<file path="src/logic/err_report_regs.svh">
// Purpose: Named constants for the error reporting block
// Assumes: Included by the design module and the testbench
// Notes:   Interrupt numbering of the core interrupt controller
`ifndef ERR_REPORT_REGS_SVH
`define ERR_REPORT_REGS_SVH
`define IRQ_LINES       64
`define IRQ_ID_W        6
`define ERR_CLASS_LO    32
`define ERR_CLASS_HI    61
`define IRQ_ENGINE_BASE 0
`define IRQ_PCI         8
`define IRQ_SWITCH      58
`define IRQ_QUEUE       60
`define IRQ_MEMCTL      61
`define IRQ_EXPBUS      62
`define ENGINE_SWITCH   1
`define MC_DATA_W       32
`define MC_CHECK_W      7
`define MC_SYN_W        6
`define MC_CODE_LAST    38
`define MC_LOG_DEPTH    2
`define SW_DATA_W       64
`define SW_PAR_W        8
`define BYTE_W          8
`endif

</file>
<file path="src/logic/err_report_pkg.sv">
// Purpose: Types shared by the error reporting block
// Assumes: Constants come from err_report_regs.svh
// Notes:   Cause codes for a halted network engine
package err_report_pkg;
  typedef enum logic [1:0] {
    CAUSE_NONE     = 2'b00,
    CAUSE_INTERNAL = 2'b01,
    CAUSE_EXTERNAL = 2'b10
  } cause_e;
endpackage : err_report_pkg

</file>
<file path="src/logic/parity_ecc_error_reporting.sv">
// Purpose: ECC and parity checking, error capture and error-class interrupt priority
// Assumes: All inputs come from logic on mclk_i; acks are one-cycle pulses
// Notes:   Error flags and the log are sticky until their ack; set wins over ack; hresp, abort and exp_ext_err_o last one cycle
`timescale 1ns/1ps
`include "err_report_regs.svh"
module parity_ecc_error_reporting
  import err_report_pkg::*;
#(
  parameter int ENGINES = 3,
  parameter int ADDR_W  = 32
) (
  // Clock and reset
  input  wire logic                     mclk_i,
  input  wire logic                     rstn_i,
  // Memory controller write and read
  input  wire logic                     mc_wr_en_i,
  input  wire logic [`MC_DATA_W-1:0]    mc_wr_data_i,
  output logic      [`MC_CHECK_W-1:0]   mc_wr_check_o,
  input  wire logic                     mc_rd_valid_i,
  input  wire logic [`MC_DATA_W-1:0]    mc_rd_data_i,
  input  wire logic [`MC_CHECK_W-1:0]   mc_rd_check_i,
  input  wire logic [ADDR_W-1:0]        mc_rd_addr_i,
  output logic                          mc_rd_valid_o,
  output logic      [`MC_DATA_W-1:0]    mc_rd_data_o,
  output logic                          mc_hresp_err_o,
  // Memory controller error log
  input  wire logic                     mc_log_ack_i,
  input  wire logic                     mc_ovf_ack_i,
  output logic      [1:0]               mc_log_count_o,
  output logic      [ADDR_W-1:0]        mc_log_addr_o,
  output logic                          mc_log_multi_o,
  output logic                          mc_ovf_o,
  // Switch coprocessor SRAM
  input  wire logic                     sw_wr_en_i,
  input  wire logic [`SW_DATA_W-1:0]    sw_wr_data_i,
  output logic      [`SW_PAR_W-1:0]     sw_wr_par_o,
  input  wire logic                     sw_rd_valid_i,
  input  wire logic [`SW_DATA_W-1:0]    sw_rd_data_i,
  input  wire logic [`SW_PAR_W-1:0]     sw_rd_par_i,
  input  wire logic                     sw_ack_i,
  output logic                          sw_err_o,
  // Network engines
  input  wire logic [ENGINES-1:0]       eng_engine_instruction_memory_err_i,
  input  wire logic [ENGINES-1:0]       eng_engine_data_memory_err_i,
  input  wire logic [ENGINES-1:0]       eng_cop_err_i,
  input  wire logic [ENGINES-1:0]       eng_ahbcop_resp_err_i,
  input  wire logic [ENGINES-1:0]       eng_ack_i,
  output logic      [ENGINES-1:0]       eng_halt_o,
  output logic      [ENGINES-1:0]       eng_port_en_o,
  output logic      [ENGINES-1:0]       eng_ahbcop_abort_o,
  output cause_e                        eng_cause_o [ENGINES],
  // Queue manager
  input  wire logic                     qm_rd_valid_i,
  input  wire logic                     qm_par_err_i,
  input  wire logic                     qm_is_cfg_i,
  input  wire logic [ADDR_W-1:0]        qm_addr_i,
  input  wire logic                     qm_ack_i,
  output logic                          qm_hresp_err_o,
  output logic                          qm_err_o,
  output logic                          qm_err_cfg_o,
  output logic      [ADDR_W-1:0]        qm_err_addr_o,
  // Expansion bus
  input  wire logic                     exp_par_err_i,
  input  wire logic                     exp_outbound_rd_i,
  input  wire logic                     exp_inbound_wr_i,
  input  wire logic [ADDR_W-1:0]        exp_addr_i,
  input  wire logic                     exp_ack_i,
  output logic                          exp_hresp_err_o,
  output logic                          exp_ext_err_o,
  output logic                          exp_err_o,
  output logic      [ADDR_W-1:0]        exp_err_addr_o,
  // PCI controller
  input  wire logic                     pci_par_err_i,
  input  wire logic                     pci_from_ahb_i,
  input  wire logic                     pci_write_i,
  input  wire logic                     pci_ack_i,
  output logic                          pci_err_o,
  // AHB-AHB bridge
  input  wire logic                     south_hresp_err_i,
  output logic                          north_hresp_err_o,
  // Core interrupt
  output logic                          irq_o,
  output logic                          irq_err_class_o,
  output logic      [`IRQ_ID_W-1:0]     irq_id_o
);

  function automatic logic [`MC_CHECK_W-1:0] ecc_gen(input logic [`MC_DATA_W-1:0] d);
    logic [`MC_SYN_W-1:0] h;
    int k;
    h = '0;
    k = 0;
    for (int p = 1; p <= `MC_CODE_LAST; p++) begin
      if ((p & (p - 1)) != 0) begin
        h = h ^ ({`MC_SYN_W{d[k]}} & p[`MC_SYN_W-1:0]);
        k++;
      end
    end
    return {(^d) ^ (^h), h};
  endfunction : ecc_gen

  function automatic logic [`MC_DATA_W-1:0] ecc_fix(input logic [`MC_DATA_W-1:0] d,
                                                     input logic [`MC_SYN_W-1:0]  syn);
    logic [`MC_DATA_W-1:0] r;
    int k;
    r = d;
    k = 0;
    for (int p = 1; p <= `MC_CODE_LAST; p++) begin
      if ((p & (p - 1)) != 0) begin
        if (p[`MC_SYN_W-1:0] == syn) r[k] = ~r[k];
        k++;
      end
    end
    return r;
  endfunction : ecc_fix

  function automatic logic [`SW_PAR_W-1:0] byte_par(input logic [`SW_DATA_W-1:0] d);
    logic [`SW_PAR_W-1:0] r;
    r = '0;
    for (int b = 0; b < `SW_PAR_W; b++) r[b] = ^d[b*`BYTE_W +: `BYTE_W];
    return r;
  endfunction : byte_par

  // Memory controller checker
  logic [`MC_CHECK_W-1:0] mc_diff;
  logic                   mc_single, mc_multi, mc_ovl;
  logic [`MC_CHECK_W-1:0] mc_wr_check_d;
  logic [`MC_DATA_W-1:0]  mc_rd_data_d;
  logic                   mc_rd_valid_d, mc_hresp_err_d;
  logic [1:0]             cnt_q, cnt_d;
  logic [ADDR_W-1:0]      addr_q [`MC_LOG_DEPTH], addr_d [`MC_LOG_DEPTH];
  logic [`MC_LOG_DEPTH-1:0] multi_q, multi_d;
  logic                   ovf_q, ovf_d;
  logic [1:0]             cnt_pop;

  always_comb begin
    mc_diff        = ecc_gen(mc_rd_data_i) ^ mc_rd_check_i;
    // Overall parity must span the stored Hamming bits, not the recomputed ones
    mc_ovl         = mc_diff[`MC_CHECK_W-1] ^ (^mc_diff[`MC_SYN_W-1:0]);
    mc_single      = mc_rd_valid_i && mc_ovl;
    mc_multi       = mc_rd_valid_i && !mc_ovl && (mc_diff[`MC_SYN_W-1:0] != '0);
    mc_wr_check_d  = mc_wr_en_i ? ecc_gen(mc_wr_data_i) : mc_wr_check_o;
    mc_rd_valid_d  = mc_rd_valid_i;
    // Corrected copy goes out only; memory keeps the bad bit until software rewrites it
    mc_rd_data_d   = mc_single ? ecc_fix(mc_rd_data_i, mc_diff[`MC_SYN_W-1:0]) : mc_rd_data_i;
    mc_hresp_err_d = mc_multi;
    // Log is a two-deep queue; ack pops the head first so a same-cycle error fits
    cnt_pop = (mc_log_ack_i && cnt_q != 2'h0) ? cnt_q - 2'h1 : cnt_q;
    addr_d  = addr_q;
    multi_d = multi_q;
    if (mc_log_ack_i && cnt_q != 2'h0) begin
      addr_d[0]  = addr_q[1];
      multi_d[0] = multi_q[1];
    end
    cnt_d = cnt_pop;
    ovf_d = ovf_q && !mc_ovf_ack_i;
    if (mc_single || mc_multi) begin
      if (cnt_pop < 2'(`MC_LOG_DEPTH)) begin
        addr_d[cnt_pop[0]]  = mc_rd_addr_i;
        multi_d[cnt_pop[0]] = mc_multi;
        cnt_d               = cnt_pop + 2'h1;
      end else begin
        ovf_d = 1'b1;
      end
    end
  end

  always_ff @(posedge mclk_i) begin
    if (!rstn_i) begin
      mc_wr_check_o  <= '0;
      mc_rd_valid_o  <= 1'b0;
      mc_rd_data_o   <= '0;
      mc_hresp_err_o <= 1'b0;
      cnt_q          <= 2'h0;
      addr_q         <= '{default: '0};
      multi_q        <= '0;
      ovf_q          <= 1'b0;
    end else begin
      mc_wr_check_o  <= mc_wr_check_d;
      mc_rd_valid_o  <= mc_rd_valid_d;
      mc_rd_data_o   <= mc_rd_data_d;
      mc_hresp_err_o <= mc_hresp_err_d;
      cnt_q          <= cnt_d;
      addr_q         <= addr_d;
      multi_q        <= multi_d;
      ovf_q          <= ovf_d;
    end
  end

  assign mc_log_count_o = cnt_q;
  assign mc_log_addr_o  = addr_q[0];
  assign mc_log_multi_o = multi_q[0];
  assign mc_ovf_o       = ovf_q;

  // Switch coprocessor, queue manager, expansion bus, PCI and bridge flags
  logic                 sw_mis;
  logic [`SW_PAR_W-1:0] sw_wr_par_d;
  logic                 sw_err_d, qm_hit, qm_hresp_d, qm_err_d, qm_cfg_d;
  logic [ADDR_W-1:0]    qm_addr_d, exp_addr_d;
  logic                 exp_hit, exp_hresp_d, exp_ext_d, exp_err_d, pci_hit, pci_err_d, north_d;

  always_comb begin
    sw_wr_par_d = sw_wr_en_i ? byte_par(sw_wr_data_i) : sw_wr_par_o;
    sw_mis      = sw_rd_valid_i && (byte_par(sw_rd_data_i) != sw_rd_par_i);
    sw_err_d    = sw_mis || (sw_err_o && !sw_ack_i);
    qm_hit      = qm_rd_valid_i && qm_par_err_i;
    qm_hresp_d  = qm_hit;
    qm_err_d    = qm_hit || (qm_err_o && !qm_ack_i);
    qm_cfg_d    = qm_hit ? qm_is_cfg_i : qm_err_cfg_o;
    qm_addr_d   = qm_hit ? qm_addr_i : qm_err_addr_o;
    exp_hit     = exp_par_err_i && (exp_outbound_rd_i || exp_inbound_wr_i);
    exp_hresp_d = exp_par_err_i && exp_outbound_rd_i;
    exp_ext_d   = exp_par_err_i && exp_inbound_wr_i;
    exp_err_d   = exp_hit || (exp_err_o && !exp_ack_i);
    exp_addr_d  = exp_hit ? exp_addr_i : exp_err_addr_o;
    // Reads from PCI into AHB are checked by the memory controller instead
    pci_hit     = pci_par_err_i && (pci_from_ahb_i || pci_write_i);
    pci_err_d   = pci_hit || (pci_err_o && !pci_ack_i);
    north_d     = south_hresp_err_i;
  end

  always_ff @(posedge mclk_i) begin
    if (!rstn_i) begin
      sw_wr_par_o       <= '0;
      sw_err_o          <= 1'b0;
      qm_hresp_err_o    <= 1'b0;
      qm_err_o          <= 1'b0;
      qm_err_cfg_o      <= 1'b0;
      qm_err_addr_o     <= '0;
      exp_hresp_err_o   <= 1'b0;
      exp_ext_err_o     <= 1'b0;
      exp_err_o         <= 1'b0;
      exp_err_addr_o    <= '0;
      pci_err_o         <= 1'b0;
      north_hresp_err_o <= 1'b0;
    end else begin
      sw_wr_par_o       <= sw_wr_par_d;
      sw_err_o          <= sw_err_d;
      qm_hresp_err_o    <= qm_hresp_d;
      qm_err_o          <= qm_err_d;
      qm_err_cfg_o      <= qm_cfg_d;
      qm_err_addr_o     <= qm_addr_d;
      exp_hresp_err_o   <= exp_hresp_d;
      exp_ext_err_o     <= exp_ext_d;
      exp_err_o         <= exp_err_d;
      exp_err_addr_o    <= exp_addr_d;
      pci_err_o         <= pci_err_d;
      north_hresp_err_o <= north_d;
    end
  end

  // Network engines
  for (genvar n = 0; n < ENGINES; n++) begin : g_eng
    logic   int_ev, ext_ev, halt_d, abort_d;
    cause_e cause_q, cause_d;
    always_comb begin
      int_ev  = eng_engine_instruction_memory_err_i[n] || eng_engine_data_memory_err_i[n];
      ext_ev  = eng_cop_err_i[n] || eng_ahbcop_resp_err_i[n] ||
                (n == `ENGINE_SWITCH && sw_mis);
      abort_d = eng_ahbcop_resp_err_i[n];
      halt_d  = int_ev || ext_ev || (eng_halt_o[n] && !eng_ack_i[n]);
      cause_d = cause_q;
      // First cause is kept while halted; a new event after ack overwrites
      if (!eng_halt_o[n] || eng_ack_i[n]) begin
        cause_d = int_ev ? CAUSE_INTERNAL : (ext_ev ? CAUSE_EXTERNAL : CAUSE_NONE);
      end
    end
    always_ff @(posedge mclk_i) begin
      if (!rstn_i) begin
        eng_halt_o[n]         <= 1'b0;
        eng_ahbcop_abort_o[n] <= 1'b0;
        cause_q               <= CAUSE_NONE;
      end else begin
        eng_halt_o[n]         <= halt_d;
        eng_ahbcop_abort_o[n] <= abort_d;
        cause_q               <= cause_d;
      end
    end
    assign eng_port_en_o[n] = !eng_halt_o[n];
    assign eng_cause_o[n]   = cause_q;
  end

  // Interrupt lines and priority
  logic [`IRQ_LINES-1:0] lines;
  logic                  irq_d, cls_d;
  logic [`IRQ_ID_W-1:0]  id_d;

  always_comb begin
    lines = '0;
    for (int n = 0; n < ENGINES; n++) lines[`IRQ_ENGINE_BASE + n] = eng_halt_o[n];
    lines[`IRQ_PCI]    = pci_err_o;
    lines[`IRQ_SWITCH] = sw_err_o;
    lines[`IRQ_QUEUE]  = qm_err_o;
    lines[`IRQ_MEMCTL] = (cnt_q != 2'h0) || ovf_q;
    lines[`IRQ_EXPBUS] = exp_err_o;
    irq_d = |lines;
    cls_d = |lines[`ERR_CLASS_HI:`ERR_CLASS_LO];
    id_d  = '0;
    // Scan downward so the lowest pending line of the winning class is kept
    if (cls_d) begin
      for (int i = `ERR_CLASS_HI; i >= `ERR_CLASS_LO; i--) if (lines[i]) id_d = `IRQ_ID_W'(i);
    end else begin
      for (int i = `IRQ_LINES - 1; i >= 0; i--) begin
        if (lines[i] && (i < `ERR_CLASS_LO || i > `ERR_CLASS_HI)) id_d = `IRQ_ID_W'(i);
      end
    end
  end

  always_ff @(posedge mclk_i) begin
    if (!rstn_i) begin
      irq_o           <= 1'b0;
      irq_err_class_o <= 1'b0;
      irq_id_o        <= '0;
    end else begin
      irq_o           <= irq_d;
      irq_err_class_o <= cls_d;
      irq_id_o        <= id_d;
    end
  end
endmodule : parity_ecc_error_reporting

</file>
<file path="config.mk">
export PLATFORM = sky130hd
export DESIGN_NAME = parity_ecc_error_reporting
export DESIGN_NICKNAME = d
export VERILOG_FILES = /design/src/logic/err_report_pkg.sv /design/src/logic/parity_ecc_error_reporting.sv
export VERILOG_INCLUDE_DIRS = /design/src /design/src/logic
export SDC_FILE = /design/constraint.sdc
export NUM_CORES = 1
export LEC_CHECK = 0
export ABC_AREA = 1
export ABC_CLOCK_PERIOD_IN_PS = 4250
export BUFFER_PORTS_ARGS = -buffer_cell sky130_fd_sc_hd__buf_2
export CAP_MARGIN = 10
export CORE_AREA = 2 2 204 206
export CTS_BUF_LIST = sky130_fd_sc_hd__clkbuf_16
export DETAILED_ROUTE_END_ITERATION = 10
export DIE_AREA = 0 0 206 208
export RECOVER_POWER = 50
export REMOVE_ABC_BUFFERS = 1
export SYNTH_ARGS = -nofsm -noshare
export SYNTH_HDL_FRONTEND = slang
export SYNTH_SLANG_ARGS = --single-unit
</file>
<file path="constraint.sdc">
create_clock -name mclk_i -period 4.25 [get_ports mclk_i]
set_input_delay 0.425 -clock mclk_i [delete_from_list [all_inputs] [get_ports mclk_i]]
set_output_delay 0.425 -clock mclk_i [all_outputs]
set_load 0.01 [all_outputs]
</file>
# Word level (Yosys, flattened, before mapping)
# Index checks and enable logic that the tools add are counted.
dict set report op_classes {
  eq_ne 33
  order_cmp 5
  n_reduce_logical 82
  n_mux 65
  bitwise_logic 99
  add_sub_neg 2
}
# operator count
set op_table {}
lappend op_table {{bitwise XOR 5 bit} 28}
lappend op_table {{2-to-1 mux 32 bit} 4}
lappend op_table {{2-to-1 mux 64 bit} 2}
lappend op_table {{XOR reduction 8 bit} 16}
lappend op_table {{equality test 5 x 6 -> 1 bit, first input constant} 15}
lappend op_table {{bitwise mux 64 bit} 1}
lappend op_table {{XOR reduction 32 bit} 2}
lappend op_table {{2-to-1 mux 6 bit} 10}
lappend op_table {{bitwise XOR 6 bit} 10}
lappend op_table {{bitwise XOR 4 bit} 12}
lappend op_table {{equality test 4 x 6 -> 1 bit, first input constant} 7}
lappend op_table {{equality test 6 bit, first input constant} 6}
lappend op_table {{demux 32 bit (select 1 bit)} 1}
lappend op_table {{inverter 1 bit} 32}
lappend op_table {{2-to-1 mux 31 bit} 1}
lappend op_table {{2-to-1 mux 30 bit} 1}
lappend op_table {{2-to-1 mux 29 bit} 1}
lappend op_table {{2-to-1 mux 28 bit} 1}
lappend op_table {{2-to-1 mux 27 bit} 1}
lappend op_table {{2-to-1 mux 26 bit} 1}
lappend op_table {{2-to-1 mux 25 bit} 1}
lappend op_table {{logical OR 1 bit} 24}
lappend op_table {{2-to-1 mux 24 bit} 1}
lappend op_table {{2-to-1 mux 23 bit} 1}
lappend op_table {{other kinds (49)} 107}
dict set report word_totals {
  reg_bits 211
}

# Depth between registers and ports, before layout
# Gate-level depths: netlist of the first run.
dict set report logic_depth {
  word_depth 68
  ltp_mapped 29
  ltp_nobuf 27
}

# Worst setup path before layout of the first run
# OpenSTA, ideal clock, no wires.
dict set report synth_path {
  kind {input-to-reg}
  from {input mc_rd_data_i[17]}
  to {register addr_q[10] (netlist bit)}
  setup_slack_ns 1.378
  path_stages 24
  setup_ns 0.115
  t_arrival_ns 2.757
  cell_sequence {buf_4 > inv_1 > nand2_1 > nand2_1 > nand2_1 > nand2_1 > inv_1 > nand3_1 > nand2_1 > nand2_1 > nand2_1 > xnor2_1 > ha_1 > nand3b_1 > nand3_1 > nand2_1 > nand2_2 > nand3_4 > nand2_4 > buf_8 > buf_6 > nand3_1 > nand2_1 > nor2_1}
}
dict set report synth_via {
  elab_chain_len 24
  elab_cells_between_ends 28
  cone_classes {bitwise: 18; reduce/logical: 10}
}
# element line_no
set synth_lines {}
lappend synth_lines {{start: declaration} parity_ecc_error_reporting.sv:20} ;# input wire logic [`MC_DATA_W-1:0] mc_rd_data_i,
lappend synth_lines {{bitwise XOR 5 bit (9 in series)} parity_ecc_error_reporting.sv:94} ;# h = h ^ ({`MC_SYN_W{d[k]}} & p[`MC_SYN_W-1:0]);
lappend synth_lines {{bitwise XOR 5 x 6 -> 6 bit} parity_ecc_error_reporting.sv:94}
lappend synth_lines {{bitwise XOR 6 bit (5 in series)} parity_ecc_error_reporting.sv:94}
lappend synth_lines {{XOR reduction 6 bit} parity_ecc_error_reporting.sv:98} ;# return {(^d) ^ (^h), h};
lappend synth_lines {{bitwise XOR 1 bit} parity_ecc_error_reporting.sv:98}
lappend synth_lines {{bitwise XOR 7 bit *} parity_ecc_error_reporting.sv:136} ;# mc_diff = ecc_gen(mc_rd_data_i) ^ mc_rd_check_i;
lappend synth_lines {{bitwise XOR 1 bit} parity_ecc_error_reporting.sv:138} ;# mc_ovl = mc_diff[`MC_CHECK_W-1] ^ (^mc_diff[`MC_SYN_W-1:0]);
lappend synth_lines {{logical NOT 1 bit} parity_ecc_error_reporting.sv:140} ;# mc_multi = mc_rd_valid_i && !mc_ovl && (mc_diff[`MC_SYN_W-1:0] != '0);
lappend synth_lines {{logical AND 1 bit (2 in series)} parity_ecc_error_reporting.sv:140}
lappend synth_lines {{logical OR 1 bit *} parity_ecc_error_reporting.sv:156} ;# if (mc_single || mc_multi) begin
lappend synth_lines {{AND reduction 2 bit (no source line) *} --}
lappend synth_lines {{end signal: assignment} parity_ecc_error_reporting.sv:183} ;# addr_q <= addr_d;
lappend synth_lines {{end: declaration} parity_ecc_error_reporting.sv:130} ;# logic [ADDR_W-1:0] addr_q [`MC_LOG_DEPTH], addr_d [`MC_LOG_DEPTH];
# Mark *: on every way between the ends. The rest lies on a longest branch, timed or not.
# A chain may end at the register's enable or synchronous reset.

# Final worst setup path of the first run
dict set report layout_path {
  from {input mc_rd_data_i[17]}
  to {register addr_q (netlist bit mc_log_addr_o[4])}
}
dict set report layout_via {
  elab_chain_len 24
  elab_cells_between_ends 28
  cone_classes {mux: 1; bitwise: 18; reduce/logical: 9}
}
# element line_no
set layout_lines {}
lappend layout_lines {{bitwise XOR 5 bit (9 in series)} parity_ecc_error_reporting.sv:94}
lappend layout_lines {{bitwise XOR 5 x 6 -> 6 bit} parity_ecc_error_reporting.sv:94}
lappend layout_lines {{bitwise XOR 6 bit (5 in series)} parity_ecc_error_reporting.sv:94}
lappend layout_lines {{XOR reduction 6 bit} parity_ecc_error_reporting.sv:98}
lappend layout_lines {{bitwise XOR 1 bit} parity_ecc_error_reporting.sv:98}
lappend layout_lines {{bitwise XOR 7 bit *} parity_ecc_error_reporting.sv:136}
lappend layout_lines {{bitwise XOR 1 bit} parity_ecc_error_reporting.sv:138}
lappend layout_lines {{logical NOT 1 bit} parity_ecc_error_reporting.sv:140}
lappend layout_lines {{logical AND 1 bit (2 in series)} parity_ecc_error_reporting.sv:140}
lappend layout_lines {{logical OR 1 bit *} parity_ecc_error_reporting.sv:156}
lappend layout_lines {{2-to-1 mux 64 bit *} parity_ecc_error_reporting.sv:156}
# Marks and branches as above.

==> run summary, run 1 <==
run status -> finished with violations
failing checks -> max-capacitance violations, max-slew violations
Buffers on Ports -> 520
crit path time final -> 3.104 ns
max cap viols -> 1
DRC -> 0
max-slew violations -> 91
Setup TNS Final -> 0 ns
Worst path slowest cell -> buf_4
cell mode on critical path -> nand2_1
Root Driver -> clkbuf_16
CTS tree -> yes
gpl congestion -> 0.9394
Cell Pwr Density -> 558.5 nW/um2
largest net degree at the start of global routing -> 91
share of post-route cells with drive strength above 1 -> 19.80%
hold_buf cts -> 0
Yosys reg bits -> 210
GRT Total Usage -> 21.46%
CP Launch Type -> input port
WP buf/inv -> 4
Worst-Margin Slew -> 1.778 ns
period utilisation layout -> 73.04%
R2R Path Start -> mc_log_count_o[0]
FMAX -> 322.1 MHz
die span in y -> 208 um
H-tree depth -> 1
slowest stage delay, CP -> 0.63 ns
Post-DP HPWL -> 36380 um
Mapped Avg Cell Area -> 6.820 um2
EDFF count, synth -> 0
TritonRoute pass-1 iters -> 5
Routed WL -> 47260 um
Critical Path, Cell by Cell -> buf_2 -> inv_1 -> nand2_1 -> nand2_1 -> nand2_1 -> nand2_1 -> inv_1 -> nand3_1 -> nand2_1 -> nand2_1 -> nand2_1 -> xnor2_1 -> ha_1 -> nand3b_1 -> nand2_1 -> nand2_1 -> nand2_1 -> nand2_2 -> nand3_4 -> buf_4 -> nand3_1 -> a21oi_1
sequential area share after synthesis -> 31.26%
clk slew on worst S/H paths -> 0.06 ns
post-layout net count -> 2739
Critical Path AT -> 3.55 ns
Post-Syn Instances -> 1972
Synth Flop Type -> dfxtp_1
Final Hold Viols -> 0
Post-CTS Setup Bufs -> 0
Clock Path Buffers -> 3
Final Instance Area -> 16720 um2
Largest delay share family, worst path -> simple AND/OR/NAND/NOR gates
top-area cell type share of the netlist area -> 31.26%
Synth area leader -> dfxtp_1
CP required -> 4.70 ns
Hold Crit Class -> in2reg
HP Start -> south_hresp_err_i
CP startpoint -> mc_rd_data_i[17]
asr flop ratio synth -> 0%
Setup Viol. Count Final -> 0
initial core utilization -> 33.16%
leakage -> 8.148 nW
RSZ-0062 raised after global routing -> no
first-pass GRT wire length -> 72990 um
Syn. warnings -> 0
reg2reg setup slack -> 1.28 ns
initial antenna violation count -> 6
Synth area leaders -> dfxtp_1 31%, nand2_1 14%, xor2_1 8.5%, xnor2_1 8.4%, nor2_1 6.7%
routed len/inst -> 16.02 um
library cells used by synthesis -> 41
die width -> 206 um
synthesis-to-layout area growth -> 24.36%
CTS Buf Count -> 27
Worst Setup End Kind -> flop
Avg Vias per Cell -> 4.674
Core ar. -> 40550 um2
synthesized area -> 13450 um2
# IOs -> 521
Max FO, Critical Path -> 66
initial drt markers -> 983
final clock skew -> 0.01325 ns
vias in the first global route -> 13430
clock sinks -> 210
die area -> 42850 um2
total grt overflow -> 0
Routed Antenna Nets -> 0
dpl cell area -> 16070 um2
Peak VDD IR -> 0.3324 mV
Setup CP Type -> in2reg
slew margin rel. -> -18.56%
Pwr Total -> 9.341 mW
total vias in the final route -> 13790
Worst-Skew Late Latency -> 0.57 ns
post-cts resize count -> 0
std cell rows -> 74
[flip-flops by register name, indices dropped and copies added (netlist names), 2 cells and up]
register	cells
mc_wr_check_o	7
qm_err_addr_o	32
irq_id_o	5
mc_log_addr_o	32
mc_log_count_o	2
eng_ahbcop_abort_o	3
sw_wr_par_o	8
g_eng.cause_q	6
exp_err_addr_o	32
addr_q	32
multi_q	2
mc_rd_data_o	32
eng_halt_o	3
[power breakdown]
group	internal [mW]	switching (mW)
combinational	1.52	2.84
clock	1.33	0.945
sequential	2.46	0.241
[routing by layer]
metal | wire length (um) | track usage [%] | vias up
met4 | 1634 | 7.808 | 2
met2 | 23110 | 37.17 | 482
met5 | 11 | 0 | -
met3 | 3335 | 4.057 | 87
li1 | - | - | 6989
met1 | 19170 | 26.22 | 6227
[Yosys cell counts, types with 2 or more instances]
library cell / n
nor2_1: 241
a21oi_1: 108
nand3b_1: 5
buf_4: 45
inv_2: 15
nand3_2: 2
nand2_1: 508
xnor2_4: 2
nor3_1: 2
ha_1: 5
xor2_1: 131
o21ai_1: 2
nand2_2: 12
o221ai_1: 8
dfxtp_1: 210
mux2_2: 32
xnor2_1: 129
buf_2: 15
inv_1: 135
o21ai_0: 112
buf_6: 11
nand3_1: 146
nand4_1: 3
clkbuf_1: 59
buf_1: 12
or2_2: 4
xnor2_2: 4
[cell type report]
type	count	area [um2]
clock buffer	27	675.6
clock inverter	22	187.7
timing repair buffer	537	2535
antenna	4	10.01
inverter	151	568.0
tap	532	665.6
sequential	210	4204
fill	4390	23830
multi-input combinational	1467	7879
[final timing paths]
kind	endpoint	cells after the start
setup reg to reg	mc_log_count_o[0]	12
hold reg to reg	g_eng[0].cause_q[1]	2
hold / removal	north_hresp_err_o	3
setup / recovery	mc_log_addr_o[4]	22
[stage by stage]
stage          hold WS [ns]  utilization, %  worst slack, ns  std cells
2_1_floorplan        0.4477               -          -0.8670       1828
3_3_place_gp         0.4572           39.64           0.6982       2897
3_5_place_dp         0.4605           39.64           0.6380       2897
4_1_cts             0.02367           41.77            1.222       2946
5_1_grt             0.04649           41.24           0.7343       2950
6_report            0.05705           41.24            1.146       2950
[logic make-up after synthesis]
group	synth area share (%)
simple gates	28.11
buf+inv	10.34
xor+xnor	18.15
compound gates	9.006
flops	31.26
mux	2.679
fa+ha+maj	0.4652
[worst min-delay path: stages]
cell and delay (ns):
buf_2 0.08, nand2_1 0.05, inv_1 0.04
[cells in the final DEF, fill, tap and decap left out, drive strengths merged]
| cell | n |
|---|---|
| clkinvlp | 1 |
| nand3b | 5 |
| o41ai | 1 |
| ha | 5 |
| buf | 360 |
| clkbuf | 204 |
| nor4 | 1 |
| nand4 | 3 |
| diode | 4 |
| nor3 | 3 |
| o21ai | 114 |
| mux2 | 32 |
| clkinv | 11 |
| nor2 | 241 |
| a31oi | 1 |
| nand2 | 521 |
| o31ai | 1 |
| and2 | 1 |
| xnor2 | 135 |
| xor2 | 133 |
| o211ai | 1 |
| dfxtp | 210 |
| o221ai | 8 |
| or2 | 4 |
| nand3 | 149 |
| bufinv | 3 |
| inv | 158 |
| a21oi | 108 |
No activity file was read; power rests on OpenSTA's default activity.
==> run 2, diff against run 1 <==
ABC_CLOCK_PERIOD_IN_PS = 3200   (was 4250)
clock period = 3.2 ns   (was 4.25 ns; I/O delays follow)
==> run 2 against run 1 <==
The flow still finishes with violations (max-capacitance violations, max-slew violations). Critical path depth rose by 1. Routed wire length up 1.5%. Register-to-register slack worse by 0.36 ns. Sequential share of layout area down 0.98 points. Count of clock-buffer cells in the layout is 2 lower. Utilization is 1.7 points higher. Largest cell class unchanged. Sequential power increased by 33%. Via count grew 2.3%.
==> run summary, run 2 (synthesized netlist as in run 1, its figures left out) <==
WP buf/inv -> 3
RSZ-0062 raised after global routing -> no
# placed instances -> 2912
cell mode on critical path -> nand2_1
std cell rows -> 74
Non-Filler Instances -> 3007
Setup Viol. Count Final -> 0
total grt overflow -> 0
commonest non-fill, non-tap cells in the layout -> 506 x nand2_1, 384 x buf_2, 240 x nor2_1
period utilisation layout -> 80.40%
leakage -> 8.555 nW
critical path depth -> 23
Cell Pwr Density -> 732.6 nW/um2
CTS tree -> yes
pre-CTS setup slack -> 0.08778 ns
Largest delay share family, worst path -> simple AND/OR/NAND/NOR gates
CP required -> 3.65 ns
Worst-Margin Slew -> 1.676 ns
Hold Path Cell Cnt -> 3
synthesis-to-layout area growth -> 29.38%
Post-DP HPWL -> 36750 um
Switching Fraction -> 42.26%
Routed WL -> 47990 um
first-pass GRT wire length -> 73600 um
max cap viols -> 1
Buffers on Ports -> 520
largest net degree at the start of global routing -> 91
initial antenna violation count -> 7
final clock skew -> 0.006495 ns
Setup CP Type -> in2reg
Min Hold Slack -> 0.01166 ns
max-slew violations -> 91
# IOs -> 521
TritonRoute pass-1 iters -> 6
Final WS setup -> 0.6273 ns
die width -> 206 um
routed len/inst -> 15.96 um
Pwr Total -> 12.75 mW
share of post-route cells with drive strength above 1 -> 21.74%
Final Instance Area -> 17400 um2
GRT Total Usage -> 21.60%
Worst path slowest cell -> ha_1
initial drt markers -> 851
dpl cell area -> 16260 um2
clk slew on worst S/H paths -> 0.06 ns
crit path time final -> 2.573 ns
Critical Path AT -> 3.02 ns
Switch Pwr -> 5.387 mW
Routed Antenna Nets -> 0
gpl congestion -> 0.9512
post-cts resize count -> 0
CP Launch Type -> input port
commonest non-fill, non-tap cell in the layout -> nand2_1
share of total power in combinational logic -> 47.7%
DRC -> 0
die area -> 42850 um2
H-tree depth -> 1
run status -> finished with violations
Post-CTS Setup Bufs -> 0
total vias in the final route -> 14100
failing checks -> max-capacitance violations, max-slew violations
Critical Path, Cell by Cell -> buf_2 -> inv_1 -> nand2_1 -> nand2_1 -> nand2_1 -> nand2_1 -> nand2_1 -> nand3_1 -> nand2_1 -> nand2_1 -> nand2_1 -> xnor2_1 -> ha_1 -> nand3b_1 -> nand3_1 -> nand2_1 -> nand2_2 -> nand3_4 -> nand2_4 -> buf_12 -> nand3_1 -> nand2_1 -> nor2_1
Worst Setup End Kind -> flop
Peak VDD IR -> 0.4903 mV
Hold Crit Class -> in2reg
Setup TNS Final -> 0 ns
hold_buf cts -> 44
FMAX -> 388.7 MHz
vias in the first global route -> 13780
post-layout net count -> 2796
final core occ -> 42.91%
Clock Power Share -> 24.2%
Clock Path Buffers -> 3
Root Driver -> clkbuf_16
Avg Vias per Cell -> 4.689
Cell Int Power -> 7.360 mW
Max FO, Critical Path -> 25
Worst-Skew Late Latency -> 0.56 ns
initial core utilization -> 33.16%
slowest stage delay, CP -> 0.29 ns
slew margin rel. -> -11.74%
CTS Buf Count -> 25
Core ar. -> 40550 um2
Final Hold Viols -> 0
die span in y -> 208 um
Seq pwr share -> 28.1%
Reg2Reg Depth -> 12
clock sinks -> 210
[run 2: path summary, 6_finish.rpt]
kind,from,endpoint,slack (ns)
setup / recovery,mc_rd_data_i[24],addr_q[31],0.63
hold / removal,exp_addr_i[9],exp_err_addr_o[9],0.01
setup reg to reg,mc_log_count_o[0],mc_log_addr_o[31],0.92
hold reg to reg,g_eng[0].cause_q[1],g_eng[0].cause_q[1],0.47
[run 2: power groups by stage]
stage | sequential (mW) | combinational (mW) | clock, mW
floorplan | 3.77 | 3.63 | 0
global placement | 3.61 | 6.02 | 0
detailed placement | 3.62 | 6.14 | 0
CTS | 3.57 | 6.20 | 3.17
global route | 3.65 | 6.81 | 3.26
finish | 3.58 | 6.08 | 3.09
[run 2: cell type report]
class	count	area, um2
fillers	4307	23150
multi-input cells	1467	7879
flip-flops and latches	210	4204
repair buffers	596	3198
well taps	532	665.6
clock buffers	25	625.6
inverters	151	568.0
clock inverters	21	247.7
diodes	5	12.51
[run 2: metal layers]
layer  up-vias  GRT usage (%)  routed length [um]
met5         -              0                  16
met4         2          9.261                1826
met3        82          4.355                3480
met2       511          37.71               23400
met1      6401          25.43               19260
li1       7104              -                   -
[run 2: tightest hold or removal path, delay by kind of cell]
family	cells	cell delay, ns
and+or+nand+nor	2	0.12
buffers and inverters	1	0.09
